$ cat config.mk
export PLATFORM = sky130hd
export DESIGN_NAME = quasi_bidir_ports
export DESIGN_NICKNAME = d
export VERILOG_FILES = /design/src/hdl/qb_ports_pkg.sv /design/src/hdl/quasi_bidir_ports.sv
export VERILOG_INCLUDE_DIRS = /design/src /design/src/hdl
export SDC_FILE = /design/constraint.sdc
export NUM_CORES = 1
export LEC_CHECK = 0
export BUFFER_PORTS_ARGS = -buffer_cell sky130_fd_sc_hd__buf_2
export CAP_MARGIN = 20
export CORE_MARGIN = 2
export CORE_UTILIZATION = 25
export DETAILED_ROUTE_END_ITERATION = 8
export PLACE_DENSITY = 0.43
export SLEW_MARGIN = 40
export SYNTH_ARGS = -nofsm -noshare
export SYNTH_HDL_FRONTEND = slang
export SYNTH_SLANG_ARGS = --single-unit
$ cat constraint.sdc
create_clock -name clk_sys -period 2.5 [get_ports clk_sys]
set_clock_uncertainty 0.05 [all_clocks]
set_input_delay 0.25 -clock clk_sys [delete_from_list [all_inputs] [get_ports clk_sys]]
set_output_delay 0.25 -clock clk_sys [all_outputs]
set_load 0.005 [all_outputs]
$ cat src/hdl/qb_ports_map.svh
// constants for the quasi-bidirectional port block
// assumes a single 100 MHz core clock
`ifndef QB_PORTS_MAP_SVH
`define QB_PORTS_MAP_SVH
`define PORT_WIDTH 8
`define PORT_RESET_LATCH 8'hff
`define CLK_PERIOD_NS 10
// strong transition driver on-time in ns, least time
`define KICK_TIME_NS 20
`define KICK_CYCLES ((`KICK_TIME_NS + `CLK_PERIOD_NS - 1) / `CLK_PERIOD_NS)
`define BIT_RXD 0
`define BIT_TXD 1
`define BIT_IRQ0 2
`define BIT_IRQ1 3
`define BIT_TMR0 4
`define BIT_TMR1 5
`define BIT_STORE 6
`define BIT_FETCH 7
`endif

$ cat src/hdl/qb_ports_pkg.sv
// types for the quasi-bidirectional port block
// assumes qb_ports_map.svh for the numbers
`include "qb_ports_map.svh"
package qb_ports_pkg;
	// per-port pad controls
	typedef struct packed {
		logic [7:0] pullDn;
		logic [7:0] strongUp;
		logic [7:0] weakUp;
	} pad_drive_type;
	// alternate functions from the core
	typedef struct packed {
		logic addrEn;
		logic [7:0] addrHigh;
		logic serialEn;
		logic txd;
		logic strobeEn;
		logic storeN;
		logic fetchN;
	} alt_ctl_type;
	// decoded inputs to the core
	typedef struct packed {
		logic rxd;
		logic irq0;
		logic irq1;
		logic tmr0;
		logic tmr1;
	} alt_in_type;
endpackage : qb_ports_pkg

$ cat src/hdl/quasi_bidir_ports.sv
// quasi-bidirectional ports: upper address port and special function port
// assumes pad cells resolve pull/drive controls; pins asynchronous to clk_sys
//
// What this block does
// - upper port resets high on weak pullup
// - special port latches reset to all ones
// - latch one makes pin a readable input
// - written zero holds strong pulldown until one
// - zero-to-one write pulses strong high driver
// - upper port drives address high byte externally
// - bits 0/1 are serial receive and transmit
// - bits 2-5 feed interrupts and timer inputs
// - bits 6/7 are store and fetch strobes
// - code select low forces external program fetch
`include "qb_ports_map.svh"
module quasi_bidir_ports
	import qb_ports_pkg::*;
#(
	parameter int KICK = `KICK_CYCLES
) (
	input wire logic clk_sys,
	input wire logic sys_rst,
	input wire logic upperWrEn,
	input wire logic [7:0] upperWrData,
	input wire logic specialWrEn,
	input wire logic [7:0] specialWrData,
	input wire alt_ctl_type altCtl,
	input wire logic [7:0] upperPinIn,
	input wire logic [7:0] specialPinIn,
	input wire logic codeSelectPinN,
	output pad_drive_type upperPad,
	output pad_drive_type specialPad,
	output logic [7:0] upperPinRead,
	output logic [7:0] specialPinRead,
	output alt_in_type altIn,
	output logic extCodeFetch
);
	// ****************************************
	// latches
	// ****************************************
	logic [7:0] upperLatch_ff;
	logic [7:0] specialLatch_ff;
	always_ff @(posedge clk_sys) begin
		if (sys_rst) begin
			upperLatch_ff <= `PORT_RESET_LATCH;
			specialLatch_ff <= `PORT_RESET_LATCH;
		end else begin
			if (upperWrEn) begin
				upperLatch_ff <= upperWrData;
			end
			if (specialWrEn) begin
				specialLatch_ff <= specialWrData;
			end
		end
	end
	// ****************************************
	// effective pin values (alternate overrides latch)
	// ****************************************
	logic [7:0] upperEff;
	logic [7:0] specialEff;
	always_comb begin
		upperEff = altCtl.addrEn ? altCtl.addrHigh : upperLatch_ff;
		specialEff = specialLatch_ff;
		if (altCtl.serialEn) begin
			specialEff[`BIT_TXD] = altCtl.txd;
			specialEff[`BIT_RXD] = 1'b1; // receive pin must float as input
		end
		if (altCtl.strobeEn) begin
			specialEff[`BIT_STORE] = altCtl.storeN;
			specialEff[`BIT_FETCH] = altCtl.fetchN;
		end
	end
	// ****************************************
	// per-bit drivers
	// ****************************************
	logic [7:0] upperPrev_ff;
	logic [7:0] specialPrev_ff;
	always_ff @(posedge clk_sys) begin
		if (sys_rst) begin
			upperPrev_ff <= 8'hff;
			specialPrev_ff <= 8'hff;
		end else begin
			upperPrev_ff <= upperEff;
			specialPrev_ff <= specialEff;
		end
	end
	logic [7:0] upKickU;
	logic [7:0] upKickS;
	genvar g;
	generate
		for (g = 0; g < `PORT_WIDTH; g++) begin : gBit
			logic [3:0] kickU_ff;
			logic [3:0] kickS_ff;
			// counts reload on each rising edge of the pin value
			always_ff @(posedge clk_sys) begin
				if (sys_rst) begin
					kickU_ff <= 4'h0;
					kickS_ff <= 4'h0;
				end else begin
					if (upperEff[g] && !upperPrev_ff[g]) begin
						kickU_ff <= 4'(KICK);
					end else if (kickU_ff != 4'h0) begin
						kickU_ff <= kickU_ff - 4'h1;
					end
					if (specialEff[g] && !specialPrev_ff[g]) begin
						kickS_ff <= 4'(KICK);
					end else if (kickS_ff != 4'h0) begin
						kickS_ff <= kickS_ff - 4'h1;
					end
				end
			end
			assign upKickU[g] = (kickU_ff != 4'h0);
			assign upKickS[g] = (kickS_ff != 4'h0);
		end
	endgenerate
	// pad controls registered so outputs come from flip-flops
	always_ff @(posedge clk_sys) begin
		if (sys_rst) begin
			upperPad <= '{pullDn: 8'h00, strongUp: 8'h00, weakUp: 8'hff};
			specialPad <= '{pullDn: 8'h00, strongUp: 8'h00, weakUp: 8'hff};
		end else begin
			upperPad.pullDn <= ~upperEff;
			upperPad.weakUp <= upperEff;
			upperPad.strongUp <= upperEff & ((upperEff & ~upperPrev_ff) | upKickU);
			specialPad.pullDn <= ~specialEff;
			specialPad.weakUp <= specialEff;
			specialPad.strongUp <= specialEff & ((specialEff & ~specialPrev_ff) | upKickS);
		end
	end
	// ****************************************
	// input synchronisers (three stages, 2nd/3rd agree)
	// ****************************************
	logic [8:0] syncA_ff;
	logic [8:0] syncB_ff;
	logic [8:0] syncC_ff;
	logic [8:0] stable_ff;
	always_ff @(posedge clk_sys) begin
		if (sys_rst) begin
			syncA_ff <= 9'h1ff;
			syncB_ff <= 9'h1ff;
			syncC_ff <= 9'h1ff;
			stable_ff <= 9'h1ff;
		end else begin
			syncA_ff <= {codeSelectPinN, specialPinIn};
			syncB_ff <= syncA_ff;
			syncC_ff <= syncB_ff;
			for (int i = 0; i < 9; i++) begin
				if (syncB_ff[i] == syncC_ff[i]) begin
					stable_ff[i] <= syncC_ff[i];
				end
			end
		end
	end
	logic [7:0] upA_ff;
	logic [7:0] upB_ff;
	logic [7:0] upC_ff;
	always_ff @(posedge clk_sys) begin
		if (sys_rst) begin
			upA_ff <= 8'hff;
			upB_ff <= 8'hff;
			upC_ff <= 8'hff;
			upperPinRead <= 8'hff;
		end else begin
			upA_ff <= upperPinIn;
			upB_ff <= upA_ff;
			upC_ff <= upB_ff;
			for (int i = 0; i < 8; i++) begin
				if (upB_ff[i] == upC_ff[i]) begin
					upperPinRead[i] <= upC_ff[i];
				end
			end
		end
	end
	assign specialPinRead = stable_ff[7:0];
	// ****************************************
	// alternate inputs and code select
	// ****************************************
	always_ff @(posedge clk_sys) begin
		if (sys_rst) begin
			altIn <= '{rxd: 1'b1, irq0: 1'b1, irq1: 1'b1, tmr0: 1'b1, tmr1: 1'b1};
			extCodeFetch <= 1'b0;
		end else begin
			altIn.rxd <= stable_ff[`BIT_RXD];
			altIn.irq0 <= stable_ff[`BIT_IRQ0];
			altIn.irq1 <= stable_ff[`BIT_IRQ1];
			altIn.tmr0 <= stable_ff[`BIT_TMR0];
			altIn.tmr1 <= stable_ff[`BIT_TMR1];
			extCodeFetch <= ~stable_ff[8];
		end
	end
endmodule : quasi_bidir_ports

== After elaboration in Yosys (flattened, before gate mapping) ==
Cells that the tools add are included.
Cells by class
  shifts and indexed selects: 0
  equality and inequality tests: 17
  multiplexer cells: 35
  add/subtract/negate cells: 16
  multipliers: 0
  bitwise operators: 11
  reduce and logical (&&, ||, !) cells: 80
  order comparisons: 0
  divide/modulo/power cells: 0
Operators by type and width (number)
  2-to-1 mux 2 bit: 34
  nonzero test 4 bit: 16
  subtractor 4 x 1 -> 4 bit (second input constant): 16
  AND 8 bit: 4
  NOT 8 bit: 4
  nonzero test 2 bit: 16
  OR reduction 2 bit: 16
  == test 1 bit: 17
  logical AND 1 bit: 16
  logical NOT 1 bit: 16
  OR 8 bit: 2
  2-to-1 mux 8 bit: 1
  NOT 1 bit: 1
Storage, ports and cells
  output and inout port bits: 70
  input bits: 51
  ROM bits: 0
  flip-flop bits (word level): 202
  word-level logic and storage cells: 228
  latch bits: 0
  memories kept: 0
  memory bits (writable): 0

== Longest topological paths before layout ==
  depth after elaboration: 4
  gate-level depth with buffers: 6

== Worst setup path before layout ==
Ideal clock, no wire load.
  kind: register to register
  from: register gBit[0].kickS_ff[1]
  to: register gBit[0].kickS_ff[2]
  slack: 1371 ps
  data arrival time: 953 ps
  cell stages (with the launch flop): 4
  setup time: 125 ps
  cell sequence: dfxtp_1 > or3_4 > o221ai_1 > a21oi_1
On the way
  word-level cells in the longest chain between the ends: 1
  elaborated cells on any way between the ends: 2
  classes of those cells: add/sub: 1; reduce/logical: 1
Ends and longest elaborated chain
  from (decl): line quasi_bidir_ports.sv:93  | logic [3:0] kickS_ff;
  from (signal assigned): line quasi_bidir_ports.sv:106  | kickS_ff <= 4'(KICK);
  from (signal assigned): line quasi_bidir_ports.sv:108  | kickS_ff <= kickS_ff - 4'h1;
  subtractor 4 x 1 -> 4 bit or nonzero test 4 bit (tied branches): line quasi_bidir_ports.sv:108, quasi_bidir_ports.sv:107
Parallel ways exist; a longest one is shown, timed or not.
A chain may end at the register's enable or synchronous reset.

== Worst setup path after layout ==
  from: register upperPad[6] (netlist bit)
  to: output port upperPad[6] (netlist bit)
RTL lines
  from (decl): line quasi_bidir_ports.sv:31  | output pad_drive_type upperPad,
  from (signal assigned): line quasi_bidir_ports.sv:119  | upperPad <= '{pullDn: 8'h00, strongUp: 8'h00, weakUp: 8'hff};
No word-level cell between the ends.

==> metrics.md <==
| Metric | Value |
|---|---|
| Switching Fraction | `0.212` |
| Critical Path RT | `roughly 2.2 ns` |
| Maximum clock insertion buffer count | `3` |
| Synthesis-to-layout area growth | `31.1%` |
| Reg2Reg Depth | `3` |
| Synth Area per Inst | `10.3 um^2` |
| Clock Root Buffer | `clkbuf_16` |
| CP arrival | `1.06 ns` |
| Mapped cell area | `roughly 0.0066 mm^2` |
| DR vias/cell | `a little over 4` |
| First-pass GRT wire length | `22000 um` |
| RSZ-0062 raised after global routing | `no` |
| R2R Path Start | `gBit[0].kickS_ff[1]` |
| Power share of the combinational group | `0.057` |
| Die span in y | `166 um` |
| Setup TNS | `0 ns` |
| Critical path fanouts, max | `4` |
| Reg-to-reg slack, setup | `~1.3 ns` |
| Worst Hold Class | `in2reg` |
| Dpl cell area | `around 0.0075 mm^2` |
| Pleak | `~3.5 nW` |
| Layout cells sized above 1 | `0.305` |
| Met1 WL | `6620 um` |
| Final critical-path share of the clock period | `0.544` |
| Core area | `roughly 0.026 mm^2` |
| CP endpoint kind | `primary output` |
| Fin. Hold Viols | `0` |
| Critical path depth | `1` |
| CP Class | `reg2out` |
| Seq pwr share | `0.464` |
| CP max stage delay | `0.41 ns` |
| Top sig layer | `met4` |
| Number of library cell types mapped by synthesis | `32` |
| CP Launch Point | `upperPad[6]` |
| Endpoints failing setup | `0` |
| Final-stage net count | `846` |
| Ys flop type | `dfxtp_1` |
| Core Rows | `around 60` |
| Diode count | `0` |
| CP top delay family | `flip-flops` |
| DRC Markers | `0` |
| Slew Limit Fails | `0` |
| Largest net degree at the start of global routing | `90` |
| Die width | `166 um` |
| Met3 wire length | `between 800 and 900 um` |
| Post-route cell area | `roughly 0.0086 mm^2` |
| Full die area | `0.0276 mm^2` |
| Internal Power | `about 5.8 mW` |
| Critical-path cell list | `buf_2` |
| Status | `finished clean` |
| Post-synth EDFFs | `0` |
| # IOs | `121` |
| H-tree depth | `1` |
| Overall Global Routing Usage | `0.0934` |
| Min cycle time layout | `about 1.4 ns` |
| VDD IR max | `0.408 mV` |
| Drt first pass iters | `4` |
| Hpwl dp | `8530 um` |
| Worst Tran Pin Value | `0.573 ns` |
| Post-Synthesis Cells | `641` |
| Total gr overflow | `0` |
| Clock sink count | `202` |
| Setup repair bufs after CTS | `0` |
| Post-synth ARST share | `0` |
| Seq/Total Area, Yosys | `0.614` |
| Hold slack | `0.0331 ns` |
| Crit path to | `upperPad[6]` |
| Share of total power in the clock network | `0.479` |
| Critical path launch point type | `flip-flop` |
| DR WL/cell | `~11 um` |
| Worst skew pair latency | `0.50 ns` |
| Switching pwr | `1.56 mW` |
| WL final | `about 13000 um` |
| Fmax | `735 MHz` |
| Iter 0 DRT Violations | `217` |
| Initial antenna violation count | `0` |
| Mapped Nets | `692` |
| Yosys warnings | `0` |
| Via count | `4718` |
| Routed length on met2 | `5320 um` |
| R2r endpoint | `gBit[0].kickS_ff[2]` |
| Gpl congestion | `0.672` |
| IO buf count | `120` |
| Max_slew headroom | `0.618` |
| Number of buffers created by CTS | `23` |
| Pwr per Cell Area | `855 mW/mm^2` |
| Cts hold-fix bufs | `34` |
| Max Cap Viol | `0` |
| #FFs+latches synth | `slightly above 200` |
| Vias in the first global route | `around 4500` |
| Antenna-violating nets left | `0` |
| Crit-path slowest cell | `dfxtp_1` |
| WP buf/inv | `1` |
| CTS tree | `yes` |
| Overall power | `7.38 mW` |
| Final core utilization | `0.332` |
| Post-cts repair resize count | `0` |
| Starting Density | `0.253` |
| Clk slew on worst S/H paths | `around 0.05 ns` |
## kinds of logic (layout without fill, tap and decap cells)
group | after synthesis | after routing | share of synthesized area
DFF | 202 | 202 | 0.614
and+or+nand+nor | 244 | 244 | 0.201
buffers and inverters | 45 | 214 | 0.0348
AOI/OAI and AO/OA | 123 | 123 | 0.107
muxes | 27 | 27 | 0.0429
## through the flow
step           std cells  setup slack (ns)
6_report            1145              1.14
5_1_grt             1145              1.07
4_1_cts             1145              1.09
3_5_place_dp        1071             0.977
3_3_place_gp        1071             0.997
2_1_floorplan        641              1.37
## Yosys cell counts, drive strengths merged, types with 8 or more instances
library cell / number / area [um^2]
nand2: 67 / 251
dfxtp: 202 / 4040
nor3: 30 / 185
clkbuf: 8 / 32.5
a211oi: 12 / 90.1
buf: 20 / 133
a21oi: 34 / 170
a31oi: 15 / 93.8
nor2: 37 / 139
nor3b: 15 / 148
mux2i: 27 / 283
or2: 71 / 444
o21ai: 59 / 322
nor4: 15 / 93.8
inv: 17 / 63.8
## cells in the final DEF (no fill, tap or decap), types with 7 or more instances in the layout
cell type,n
clkbuf_8,9
dfxtp_1,202
nor3_2,7
a21oi_1,34
nor3b_1,8
nor2_1,37
dlygate4sd3_1,34
o21ai_2,7
nor4_1,15
or2_1,8
a211oi_1,12
mux2i_1,26
nor3_1,23
or2_2,63
nand2_1,67
nor3b_2,7
inv_1,16
buf_2,120
o21ai_0,49
clkbuf_16,23
a31oi_1,15
## power by group through the flow
stage,combinational [mW],clock [mW],sequential [mW]
2_1_floorplan,0.248,0,3.48
3_3_place_gp,0.388,0,3.50
3_5_place_dp,0.393,0,3.49
4_1_cts,0.434,3.69,3.42
5_1_grt,0.479,3.81,3.44
6_report,0.424,3.53,3.42
## worst min-delay path by stage
stage / startpoint / end / slack (ns) / cells after the start
floorplan: specialPinIn[0] / syncA_ff[0] / 0.30 / 1
global placement: syncA_ff[4] / syncB_ff[4] / 0.34 / 1
detailed placement: syncA_ff[2] / syncB_ff[2] / 0.34 / 1
CTS: altCtl[1] / specialPad[6] / 0.01 / 3
global route: altCtl[7] / upperPad[2] / 0.05 / 3
finish: altCtl[1] / specialPad[6] / 0.03 / 3
## tightest hold or removal path: stages
cell and delay (ns):
buf_2 0.07, mux2i_1 0.11, nand2_1 0.11
## area by class of cell
type,instances,area [um^2]
clock buffer,35,711
tap,335,419
clock inverter,5,104
inverter,17,63.8
fill,2661,17400
timing repair buffer,157,980
multi-input combinational,394,2310
sequential,202,4040
## sequential cells by signal, summed over array words and instances, names as in the netlist, 9 cells and up
signal and flops:
syncC_ff 9, gBit.kickS_ff 32, upperPad 24, syncB_ff 9, specialPad 24, stable_ff 9, gBit.kickU_ff 32, syncA_ff 9
## layer usage
metal,vias up,track usage
li1,2498,-
met1,2081,0.126
met2,112,0.142
met3,27,0.0298
met4,0,0.0296
met5,-,0
(Power assumes the default switching activity.)
